--- src/cmd_gate_pkg.sv ---
package cmd_gate_pkg;
	// register byte offsets, chosen here
	localparam logic [7:0] OFF_CTRL = 8'h00;
	localparam logic [7:0] OFF_STATUS = 8'h04;
	localparam logic [7:0] OFF_PWD_WRITE = 8'h08;
	localparam logic [7:0] OFF_KEY = 8'h0C;
	localparam logic [7:0] OFF_PEND_RATE = 8'h10;
	localparam logic [7:0] OFF_ACT_RATE = 8'h14;
	localparam logic [7:0] OFF_REQ = 8'h18;
	localparam logic [7:0] OFF_REQ_PWD = 8'h1C;
	localparam logic [7:0] OFF_RESP = 8'h20;
	localparam logic [7:0] OFF_COUNT = 8'h24;
	// control register bit positions
	localparam int CTRL_ENC_BIT = 0;
	localparam int CTRL_RESTORE_BIT = 1;
	localparam int CTRL_APPLY_BIT = 2;
	localparam int CTRL_SAVE_BIT = 3;
	localparam int CTRL_SWRESET_BIT = 4;
	// request register fields
	localparam int REQ_FID_LSB = 0;
	localparam int REQ_SECURE_BIT = 8;
	localparam int REQ_BCAST_BIT = 9;
	localparam int REQ_APPLY_BIT = 10;
	localparam int REQ_SET_BIT = 11;
	localparam int REQ_VAL_LSB = 16;
	// reset values
	localparam logic [31:0] PWD_DEFAULT = 32'h0000_0030;
	localparam logic [31:0] KEY_DEFAULT = 32'h0000_0000;
	localparam logic [15:0] RATE_DEFAULT = 16'h0000;
	// status codes
	localparam logic [7:0] ST_OK = 8'h00;
	localparam logic [7:0] ST_ERROR = 8'h01;
	localparam logic [7:0] ST_BAD_CMD = 8'h02;
	localparam logic [7:0] ST_BAD_PARAM = 8'h03;
	localparam logic [7:0] ST_NO_RESP = 8'h04;
	localparam logic [7:0] ST_BAD_PWD = 8'h08;
	localparam logic [7:0] ST_BAD_FRAME = 8'h09;
	localparam logic [7:0] ST_NO_ENC = 8'h0A;
	// axi responses
	localparam logic [1:0] RESP_OKAY = 2'b00;
	localparam logic [1:0] RESP_SLVERR = 2'b10;
endpackage : cmd_gate_pkg

--- src/secure_remote_command_gate.sv ---
// The AXI4-Lite slave port and the register addresses were chosen for this implementation.
`timescale 1ns/1ps
module secure_remote_command_gate
	import cmd_gate_pkg::*;
#(
	parameter int RATE_W = 16 // width of the pending parameter
) (
	input wire logic clk, // 20 MHz clock
	input wire logic reset, // synchronous, active high
	input wire logic [7:0] s_axi_awaddr, // write address
	input wire logic s_axi_awvalid, // write address valid
	output logic s_axi_awready, // write address ready
	input wire logic [31:0] s_axi_wdata, // write data
	input wire logic [3:0] s_axi_wstrb, // write strobes
	input wire logic s_axi_wvalid, // write data valid
	output logic s_axi_wready, // write data ready
	output logic [1:0] s_axi_bresp, // write response
	output logic s_axi_bvalid, // write response valid
	input wire logic s_axi_bready, // write response ready
	input wire logic [7:0] s_axi_araddr, // read address
	input wire logic s_axi_arvalid, // read address valid
	output logic s_axi_arready, // read address ready
	output logic [31:0] s_axi_rdata, // read data
	output logic [1:0] s_axi_rresp, // read response
	output logic s_axi_rvalid, // read data valid
	input wire logic s_axi_rready, // read data ready
	output logic tx_valid, // air command pulse
	output logic [7:0] tx_fid, // air command frame id
	output logic tx_secure, // air command secure flag
	output logic tx_set, // air command is a set
	output logic tx_apply, // air command apply option
	output logic [RATE_W-1:0] tx_value, // air command parameter
	input wire logic rx_resp_valid, // air response arrived
	input wire logic [7:0] rx_resp_fid, // its frame id
	input wire logic [7:0] rx_resp_status, // its status
	input wire logic [RATE_W-1:0] rx_resp_value, // its queried value
	input wire logic tx_unreachable, // destination not reached
	input wire logic rx_cmd_valid, // air command arrived
	input wire logic [7:0] rx_cmd_fid, // its frame id
	input wire logic rx_cmd_secure, // its secure flag
	input wire logic rx_cmd_set, // set rather than query
	input wire logic rx_cmd_apply, // apply option bit
	input wire logic [RATE_W-1:0] rx_cmd_value, // its parameter
	output logic reply_valid, // air reply pulse
	output logic [7:0] reply_fid, // air reply frame id
	output logic [7:0] reply_status, // air reply status
	output logic [RATE_W-1:0] reply_value, // air reply value
	output logic [RATE_W-1:0] serial_rate_param // applied rate
);
	if (RATE_W < 1 || RATE_W > 16) begin : g_bad_width
		$error("RATE_W must be 1..16");
	end

	logic [31:0] remote_cmd_password_q;
	logic [31:0] network_encryption_key_q;
	logic enc_on_q, saved_q;
	logic [RATE_W-1:0] pend_q, saved_rate_q, rate_q;
	logic [31:0] req_q, req_pwd_q;
	logic resp_full_q;
	logic [7:0] resp_fid_q, resp_status_q;
	logic [RATE_W-1:0] resp_value_q;
	logic [7:0] rejected_q;
	logic aw_hold_q, w_hold_q, w_full_q;
	logic [7:0] aw_q;
	logic [31:0] w_q;

	// write channel: address and data taken in either order
	wire aw_have = aw_hold_q || s_axi_awvalid;
	wire w_have = w_hold_q || s_axi_wvalid;
	wire [7:0] wr_addr = aw_hold_q ? aw_q : s_axi_awaddr;
	wire [31:0] wr_data = w_hold_q ? w_q : s_axi_wdata;
	wire wr_fire = aw_have && w_have && !s_axi_bvalid;
	// a partial word is held too, so a late address cannot stall the channel
	wire wr_full = wr_fire && (w_hold_q ? w_full_q : s_axi_wstrb == 4'hF);
	wire wr_ctrl = wr_full && wr_addr == OFF_CTRL;
	wire wr_pwd = wr_full && wr_addr == OFF_PWD_WRITE;
	wire wr_key = wr_full && wr_addr == OFF_KEY;
	wire wr_req = wr_full && wr_addr == OFF_REQ;
	wire wr_rpwd = wr_full && wr_addr == OFF_REQ_PWD;
	wire wr_pend = wr_full && wr_addr == OFF_PEND_RATE;
	wire wr_resp = wr_full && wr_addr == OFF_RESP;
	wire wr_known = wr_ctrl || wr_pwd || wr_key || wr_req || wr_rpwd || wr_pend || wr_resp;
	wire do_restore = wr_ctrl && wr_data[CTRL_RESTORE_BIT];
	wire do_apply = wr_ctrl && wr_data[CTRL_APPLY_BIT];
	wire do_save = wr_ctrl && wr_data[CTRL_SAVE_BIT];
	wire do_swreset = wr_ctrl && wr_data[CTRL_SWRESET_BIT];

	wire node_secured = remote_cmd_password_q != PWD_DEFAULT;
	// the password register takes current then new in one 32-bit word
	wire pwd_ok_write = wr_data[15:0] == remote_cmd_password_q[15:0];

	// send-side admission
	wire [7:0] chk_code;
	wire chk_allow;
	wire req_secure = wr_data[REQ_SECURE_BIT];
	// the zero default stands for ASCII zero in the password field
	wire [31:0] req_pwd_eff = (req_pwd_q == 32'h0000_0000) ? PWD_DEFAULT : req_pwd_q;
	send_check u_check (
		.secure_req(req_secure),
		.bcast_req(wr_data[REQ_BCAST_BIT]),
		.enc_on(enc_on_q),
		.node_secured(node_secured),
		.pwd_match(req_pwd_eff == remote_cmd_password_q),
		.code(chk_code),
		.allow(chk_allow)
	);
	wire req_fid_nz = wr_data[REQ_FID_LSB +: 8] != 8'h00;
	wire loc_refuse = wr_req && !chk_allow && req_fid_nz;

	// receive side: secured node withholds unsecured commands
	wire rx_reject = rx_cmd_valid && node_secured && !rx_cmd_secure;
	wire rx_exec = rx_cmd_valid && !rx_reject;
	wire rx_set = rx_exec && rx_cmd_set;

	// response holding register: air response, or a local refusal
	wire resp_from_air = rx_resp_valid && rx_resp_fid != 8'h00 && !tx_unreachable;
	wire resp_load = resp_from_air || loc_refuse;
	wire resp_clear = wr_resp && !resp_load; // set wins over clear

	always_ff @(posedge clk) begin
		if (reset || do_restore) begin
			remote_cmd_password_q <= PWD_DEFAULT;
			network_encryption_key_q <= KEY_DEFAULT;
		end else begin
			if (wr_pwd && pwd_ok_write)
				remote_cmd_password_q <= {16'h0000, wr_data[31:16]};
			if (wr_key)
				network_encryption_key_q <= wr_data;
		end
	end

	always_ff @(posedge clk) begin
		if (reset) begin
			enc_on_q <= 1'b0;
			req_q <= 32'h0000_0000;
			req_pwd_q <= 32'h0000_0000;
		end else begin
			if (wr_ctrl)
				enc_on_q <= wr_data[CTRL_ENC_BIT];
			if (wr_req)
				req_q <= wr_data;
			if (wr_rpwd)
				req_pwd_q <= wr_data;
		end
	end

	// pending, saved and applied parameter
	always_ff @(posedge clk) begin
		if (reset) begin
			pend_q <= RATE_DEFAULT[RATE_W-1:0];
			saved_rate_q <= RATE_DEFAULT[RATE_W-1:0];
			saved_q <= 1'b0;
			rate_q <= RATE_DEFAULT[RATE_W-1:0];
		end else begin
			if (rx_set)
				pend_q <= rx_cmd_value;
			else if (wr_pend)
				pend_q <= wr_data[RATE_W-1:0];
			if (do_save) begin
				saved_rate_q <= pend_q;
				saved_q <= 1'b1;
			end
			if (do_apply || (rx_set && rx_cmd_apply))
				rate_q <= (rx_set && rx_cmd_apply) ? rx_cmd_value : pend_q;
			else if (do_swreset && saved_q)
				rate_q <= saved_rate_q;
		end
	end

	// over-the-air transmit, never carrying the password
	always_ff @(posedge clk) begin
		if (reset) begin
			tx_valid <= 1'b0;
			tx_fid <= 8'h00;
			tx_secure <= 1'b0;
			tx_set <= 1'b0;
			tx_apply <= 1'b0;
			tx_value <= '0;
		end else begin
			tx_valid <= wr_req && chk_allow;
			if (wr_req && chk_allow) begin
				tx_fid <= wr_data[REQ_FID_LSB +: 8];
				tx_secure <= req_secure;
				tx_set <= wr_data[REQ_SET_BIT];
				tx_apply <= wr_data[REQ_APPLY_BIT];
				tx_value <= wr_data[REQ_VAL_LSB +: RATE_W];
			end
		end
	end

	// reply to peer commands
	always_ff @(posedge clk) begin
		if (reset) begin
			reply_valid <= 1'b0;
			reply_fid <= 8'h00;
			reply_status <= ST_OK;
			reply_value <= '0;
			rejected_q <= 8'h00;
		end else begin
			reply_valid <= rx_cmd_valid && rx_cmd_fid != 8'h00;
			if (rx_cmd_valid) begin
				reply_fid <= rx_cmd_fid;
				reply_status <= rx_reject ? ST_BAD_FRAME : ST_OK;
				reply_value <= rx_reject ? '0 : (rx_cmd_set ? rx_cmd_value : pend_q);
			end
			if (rx_reject)
				rejected_q <= rejected_q + 8'h01;
		end
	end

	always_ff @(posedge clk) begin
		if (reset) begin
			resp_full_q <= 1'b0;
			resp_fid_q <= 8'h00;
			resp_status_q <= ST_OK;
			resp_value_q <= '0;
		end else if (resp_load) begin
			resp_full_q <= 1'b1;
			resp_fid_q <= resp_from_air ? rx_resp_fid : wr_data[REQ_FID_LSB +: 8];
			resp_status_q <= resp_from_air ? rx_resp_status : chk_code;
			resp_value_q <= resp_from_air ? rx_resp_value : '0;
		end else if (resp_clear) begin
			resp_full_q <= 1'b0;
		end
	end

	assign serial_rate_param = rate_q;

	// axi write channel
	always_ff @(posedge clk) begin
		if (reset) begin
			aw_hold_q <= 1'b0;
			w_hold_q <= 1'b0;
			aw_q <= 8'h00;
			w_q <= 32'h0000_0000;
			w_full_q <= 1'b0;
			s_axi_bvalid <= 1'b0;
			s_axi_bresp <= RESP_OKAY;
		end else begin
			if (s_axi_awvalid && s_axi_awready) begin
				aw_hold_q <= !wr_fire;
				aw_q <= s_axi_awaddr;
			end else if (wr_fire) begin
				aw_hold_q <= 1'b0;
			end
			if (s_axi_wvalid && s_axi_wready) begin
				w_hold_q <= !wr_fire;
				w_full_q <= s_axi_wstrb == 4'hF;
				w_q <= s_axi_wdata;
			end else if (wr_fire) begin
				w_hold_q <= 1'b0;
			end
			if (wr_fire) begin
				s_axi_bvalid <= 1'b1;
				s_axi_bresp <= wr_known ? RESP_OKAY : RESP_SLVERR;
			end else if (s_axi_bready) begin
				s_axi_bvalid <= 1'b0;
			end
		end
	end
	assign s_axi_awready = !aw_hold_q && !s_axi_bvalid;
	assign s_axi_wready = !w_hold_q && !s_axi_bvalid;

	// axi read channel; password and key read as zero
	wire [7:0] rd_status = {4'h0, saved_q, resp_full_q, node_secured, enc_on_q};
	wire rd_known = s_axi_araddr <= OFF_COUNT && s_axi_araddr[1:0] == 2'b00;
	wire [31:0] rd_mux =
		s_axi_araddr == OFF_CTRL ? {31'h0000_0000, enc_on_q} :
		s_axi_araddr == OFF_STATUS ? {24'h00_0000, rd_status} :
		s_axi_araddr == OFF_PEND_RATE ? {{(32-RATE_W){1'b0}}, pend_q} :
		s_axi_araddr == OFF_ACT_RATE ? {{(32-RATE_W){1'b0}}, rate_q} :
		s_axi_araddr == OFF_REQ ? req_q :
		s_axi_araddr == OFF_RESP ? 32'({resp_value_q, resp_status_q, resp_fid_q}) :
		s_axi_araddr == OFF_COUNT ? {24'h00_0000, rejected_q} : 32'h0000_0000;
	always_ff @(posedge clk) begin
		if (reset) begin
			s_axi_rvalid <= 1'b0;
			s_axi_rdata <= 32'h0000_0000;
			s_axi_rresp <= RESP_OKAY;
		end else if (s_axi_arvalid && s_axi_arready) begin
			s_axi_rvalid <= 1'b1;
			s_axi_rdata <= rd_mux;
			s_axi_rresp <= rd_known ? RESP_OKAY : RESP_SLVERR;
		end else if (s_axi_rready) begin
			s_axi_rvalid <= 1'b0;
		end
	end
	assign s_axi_arready = !s_axi_rvalid;
endmodule : secure_remote_command_gate

--- src/send_check.sv ---
`timescale 1ns/1ps
module send_check
	import cmd_gate_pkg::*;
(
	input wire logic secure_req, // request carries a password
	input wire logic bcast_req, // destination is broadcast
	input wire logic enc_on, // encryption enabled
	input wire logic node_secured, // local password not default
	input wire logic pwd_match, // supplied password equals stored
	output logic [7:0] code, // send-side verdict
	output logic allow // request may go on the air
);
	wire enc_fail = secure_req && !enc_on;
	wire type_fail = !secure_req && node_secured;
	wire pwd_fail = secure_req && !pwd_match;
	assign code = enc_fail ? ST_NO_ENC :
		type_fail ? ST_BAD_FRAME :
		pwd_fail ? ST_BAD_PWD :
		bcast_req ? ST_ERROR : ST_OK;
	assign allow = (code == ST_OK);
endmodule : send_check

--- config.mk ---
export PLATFORM = sky130hd
export DESIGN_NAME = secure_remote_command_gate
export DESIGN_NICKNAME = d
export VERILOG_FILES = /design/src/cmd_gate_pkg.sv /design/src/secure_remote_command_gate.sv /design/src/send_check.sv
export SDC_FILE = /design/constraint.sdc
export NUM_CORES = 1
export LEC_CHECK = 0
export BUFFER_PORTS_ARGS = -buffer_cell sky130_fd_sc_hd__buf_4
export CORE_ASPECT_RATIO = 0.8
export CORE_MARGIN = 3
export CORE_UTILIZATION = 40
export DETAILED_ROUTE_END_ITERATION = 6
export PLACE_DENSITY_LB_ADDON = 0.25
export SETUP_SLACK_MARGIN = 0.4
export SLEW_MARGIN = 20
export SYNTH_ARGS = -nofsm -noshare
export SYNTH_HDL_FRONTEND = slang
export SYNTH_SLANG_ARGS = --single-unit
--- constraint.sdc ---
create_clock -name clk -period 7 [get_ports clk]
set_input_delay 0.7 -clock clk [delete_from_list [all_inputs] [get_ports clk]]
set_output_delay 0.7 -clock clk [all_outputs]
set_load 0.1 [all_outputs]
==> flow_summary.ini, run 1 <==
[outcome]
run_status = finished with violations
violations = design-rule violations

[yosys]
synth_area_um2 = 13600
ys_seq_area_share_pct = 44.7
avgSynthCellArea_um2 = 8.32
ys_async_sr_fraction_pct = 0
synth-seq-cells = 304
synthFlopType = dfxtp_1
synthCells = 1636
ys_warn_count = 0
synth_cell_type_count = 65
synth_edf_count = 0

[sta]
tightest_slew_ns = 1.09
finalCritPeriodShare_pct = 52.0
max_freq_mhz = 275
rsz0062_at_grt = false
fin_skew_ns = 0.0350
max-slew-margin-rel_pct = 26.9
setup_viol = 0
fin_setup_tns_ns = 0
finalMaxSlewViolations = 0
period_needed_ns = 3.64
hold_viol_final = 0

[routing]
wirelength_um = 46000
dr.first_iter.drc_count = 1209
ant_nets = 0
routed_via_density = 5.80
dr.pass1.iters = 7
wl_per_cell_um = 20.6
drc = 4
dr_total_vias = 12900

[place]
hpwl_um = 32500
io_buffers = 230
dpl_cell_area_um2 = 15500
place_congestion = 0.927

[clock_network]
path_clk_slew_ns = 0.06
cts_buffers = 31
post_cts_resized = 0
clock-root-buffer = clkbuf_16
postCtsSetupRepairBufs = 0
clkSinkCount = 304
clk_path_buf_depth = 3
h-tree-depth = 1
hold_buffers = 0
clock_latency_ns = 0.59
tritoncts = done

[grt]
grt_pass1_wl_um = 70100
grt_pass1_vias = 11900
antenna_found_initial = 0
grt_max_degree = 172
grt_overflow_total = 0
grtUsageTotal_pct = 24.2

[setup_path]
r2r_start = w_hold_q$_SDFFE_PP0P_
cp-startpoint = w_hold_q$_SDFFE_PP0P_
required_ns = 7.49
regToRegSetupSlack_ns = 3.36
path_max_fanout = 42
crit_type = reg -> reg
start_kind = flip-flop
endpoint_kind = flip-flop
arrival_ns = 4.13

[finish]
drive_gt1_share_pct = 20.7
num-fill-cells = 3108
layout_commonest_cell = dfxtp_1
syn2layout_area_growth_pct = 21.9
diodes = 0
layout.nets = 1903
mostFrequentLayoutCells = dfxtp_1, nand2_1, buf_4, a21oi_1, nor2_1
fin_area_um2 = 16600

[pwr]
vdd_ir_drop_max_mv = 0.160
p_leak_nw = 6.09
p_per_area_nw_per_um2 = 251

[die]
pin_count = 239
dieArea_um2 = 36300
rows = 59
core_um2 = 33000
start_util_pct = 41.2
die_y_um = 171
die_w_um = 212

[min_path]
hp-start = s_axi_rready
hold_path.class = in -> reg

[run]
maxCapViolCount = 0
## kinds of logic (layout without fill, tap and decap cells)
logic type,count (synthesis),after routing,share of synthesized area (%)
AND/OR/NAND/NOR,536,536,17.7
multiplexers,77,77,6.14
AO/OA/AOI/OAI,482,482,22.9
flip-flops,304,304,44.7
buffers and inverters,196,359,5.94
other,1,8,0.0276
XOR/XNOR,39,39,2.51
adder cells (fa/ha/maj),1,1,0.0920
## flip-flops by register name, summed over array words and instances, names as in the netlist, 8 cells and up
name,count
resp_value_q,16
resp_fid_q,8
s_axi_rdata,32
resp_status_q,8
aw_q,8
pend_q,16
tx_value,16
rejected_q,8
req_pwd_q,32
w_q,32
req_q,32
saved_rate_q,16
remote_cmd_password_q,16
reply_fid,8
reply_value,16
tx_fid,8
serial_rate_param,16
## metrics by stage
step | power [mW] | instances | util [%] | setup WS, ns | hold WS (ns)
after detailed placement | 2.47 | 2175 | 47.0 | 3.00 | 0.443
after global placement | 2.46 | 2175 | 47.0 | 3.10 | 0.437
after CTS | 4.19 | 2233 | 50.2 | 3.04 | 0.281
after global routing | 4.29 | 2233 | 50.2 | 3.23 | 0.283
final | 4.16 | 2233 | 50.2 | 3.36 | 0.303
after floorplan | 2.27 | 1643 | - | 4.02 | 0.427
## synthesized netlist by cell type (26+ instances only)
library cell / number / area, um^2
nor2_1: 118 / 443
a222oi_1: 26 / 260
dfxtp_1: 304 / 6090
nor3_1: 40 / 200
inv_1: 48 / 180
clkbuf_1: 114 / 428
a21oi_1: 213 / 1070
a211oi_1: 59 / 443
mux2_2: 47 / 529
nor4_1: 26 / 163
o211ai_1: 38 / 285
nand2_1: 270 / 1010
o21ai_0: 58 / 290
## routing by layer
layer	wire [um]	global-route usage [%]
met2	19900	36.5
met4	1100	6.43
met5	0	0
met3	3540	3.72
met1	21500	35.9
## power by group
part,internal [mW],switching [mW]
Combinational,0.172,0.437
Sequential,1.78,0.0469
Clock,0.993,0.731
## cell type report
cell class / count / area [um^2] / area share (%)
inverter: 48 / 180 / 1.09
clock inverter: 17 / 191 / 1.15
multi-input combinational: 1143 / 6790 / 41.0
sequential: 304 / 6090 / 36.7
timing repair buffer: 253 / 1920 / 11.6
clock buffer: 41 / 873 / 5.27
tap: 427 / 534 / 3.22
## path summary, 6_finish.rpt
kind,endpoint,cells past startpoint
setup / recovery,resp_status_q[1]$_SDFFE_PP0P_,6
hold / removal,s_axi_rvalid$_SDFFE_PP0P_,2
setup reg to reg,resp_status_q[1]$_SDFFE_PP0P_,6
hold reg to reg,req_pwd_q[21]$_SDFFE_PP0P_,2
## critical path, stage by stage, from the launching register on
cell      delay (ns)
dfxtp_2         0.96
mux2_2          0.67
or4_1           0.57
nor2_1          0.26
or4_2           0.63
o21ai_0         0.17
a311oi_1        0.27
Power figures use the tool's default switching activity.
==> inputs of run 2 (changes only) <==
==> constraint.sdc (replaced) <==
create_clock -name clk -period 3.7 [get_ports clk]
set_input_delay 0.37 -clock clk [delete_from_list [all_inputs] [get_ports clk]]
set_output_delay 0.37 -clock clk [all_outputs]
set_load 0.1 [all_outputs]
==> run 2 against run 1 <==
  * Sequential share of layout area shrank 0.27 points
  * Design area grew 0.80%
  * Worst hold slack lost 0.27 ns
  * Clock skew shrank 0.0025 ns
  * Critical path depth is the same
  * Flip-flop and latch count is the same
  * Clock-buffer cell count grew 9
  * Largest power group unchanged
  * The run still ends with design-rule violations left
  * Register-to-register slack lost 2.7 ns
  * Critical path type unchanged
  * First-iteration DRC count grew 9.8%
==> flow_summary.ini, run 2 (synthesis results as in run 1) <==
[sta]
period_needed_ns = 3.00
max_freq_mhz = 333
setup_viol = 0
tightest_slew_ns = 1.03
fin_setup_tns_ns = 0
finalCritPeriodShare_pct = 81.1
fin_skew_ns = 0.0325
hold_viol_final = 0
finalMaxSlewViolations = 0
max-slew-margin-rel_pct = 31.2
rsz0062_at_grt = false

[die]
die_y_um = 171
rows = 59
dieArea_um2 = 36300
core_um2 = 33000
die_w_um = 212
pin_count = 239
start_util_pct = 41.2

[finish]
drive_gt1_share_pct = 21.1
multiInputGateArea_um2 = 6790
final_util_pct = 50.6
layout_commonest_cell = dfxtp_1
mostFrequentLayoutCells = dfxtp_1, nand2_1, buf_4, a21oi_1, nor2_1
num-fill-cells = 3102
syn2layout_area_growth_pct = 22.8
seqCellArea_um2 = 6090
layout.nets = 1917
fin_area_um2 = 16700
diodes = 0

[place]
hpwl_um = 33000
io_buffers = 230
place_congestion = 0.912
dpl_cell_area_um2 = 15600

[routing]
wirelength_um = 47000
wl_met2_um = 20400
routed_via_density = 5.80
dr_total_vias = 13000
met1Wirelength_um = 21300
wl_met3_um = 4210
top_layer = met4
dr.pass1.iters = 7
ant_nets = 0
wl_per_cell_um = 21.0
drc = 4
dr.first_iter.drc_count = 1327

[setup_path]
start_kind = flip-flop
arrival_ns = 3.45
crit_type = reg -> reg
slowest_stage = or4_4
path_max_fanout = 19
r2r_start = aw_hold_q$_SDFFE_PP0P_
r2r_end = serial_rate_param[5]$_SDFFE_PP0P_
crit_chain = or4b_1, o22a_1, or4_4, nor3_4, o21ai_0, o2bb2ai_1
regToRegSetupSlack_ns = 0.70
critPathMaxStageDelay_ns = 0.60
endpoint_kind = flip-flop
cp-startpoint = aw_hold_q$_SDFFE_PP0P_
reg2reg_depth = 6
cp-endpoint = serial_rate_param[5]$_SDFFE_PP0P_
required_ns = 4.14

[grt]
grt_pass1_vias = 12200
grtUsageTotal_pct = 24.9
grt_max_degree = 142
antenna_found_initial = 0
grt_pass1_wl_um = 71600
grt_overflow_total = 0

[outcome]
violations = design-rule violations
run_status = finished with violations

[pwr]
vdd_ir_drop_max_mv = 0.256
total_power_mw = 7.98
p_per_area_nw_per_um2 = 478
p_leak_nw = 6.18

[clock_network]
postCtsSetupRepairBufs = 0
path_clk_slew_ns = 0.06
clock_latency_ns = 0.53
tritoncts = done
clk_path_buf_depth = 3
cts_buffers = 34
clkSinkCount = 304
post_cts_resized = 0
h-tree-depth = 2
clock-root-buffer = clkbuf_16
hold_buffers = 0

[min_path]
holdPathStages = 2
hold_path.class = in -> reg

[run]
maxCapViolCount = 0
## run 2: area by class of cell
type,count,share of cell area [%]
sequential,304,36.4
clock inverter,8,0.547
clock buffer,50,6.12
tap,427,3.20
timing repair buffer,264,12.0
multi-input combinational,1143,40.6
inverter,48,1.08
## run 2: worst min path at each step
stage,endpoint,from
2_1_floorplan,req_q[0]$_SDFFE_PP0P_,req_q[0]$_SDFFE_PP0P_
3_3_place_gp,req_pwd_q[17]$_SDFFE_PP0P_,req_pwd_q[17]$_SDFFE_PP0P_
3_5_place_dp,w_q[31]$_SDFFE_PP0P_,w_q[31]$_SDFFE_PP0P_
4_1_cts,s_axi_rvalid$_SDFFE_PP0P_,s_axi_rready
5_1_grt,s_axi_rvalid$_SDFFE_PP0P_,s_axi_rready
6_report,s_axi_rvalid$_SDFFE_PP0P_,s_axi_rready
## run 2: metal layers
metal  GRT usage [%]  vias up
li1                -     6137
met1            36.2     6236
met2            37.1      552
met3            5.28       86
met4            7.68        0
met5               0        -
## run 2: power breakdown
group / leakage [nW] / internal, mW / switching, mW / total [mW]
logic: 3.16 / 0.327 / 0.842 / 1.17
registers: 2.47 / 3.37 / 0.0817 / 3.46
clock network: 0.551 / 1.99 / 1.37 / 3.35
total: 6.18 / 5.69 / 2.29 / 7.98
## run 2: worst max-delay path: cells and delay by family (launching register included)
| family | cells | cell delay (ns) |
|---|---|---|
| AND/OR/NAND/NOR | 3 | 1.66 |
| flip-flops | 1 | 0.51 |
| AO/OA/AOI/OAI | 3 | 0.75 |
## run 2: metrics by stage
step	hold WS [ns]	worst slack, ns	cells
after floorplan	0.427	0.717	1643
after global placement	0.438	0.631	2186
after detailed placement	0.444	0.500	2186
after CTS	0.0233	0.497	2244
after global routing	0.0224	0.511	2244
final	0.0324	0.698	2244
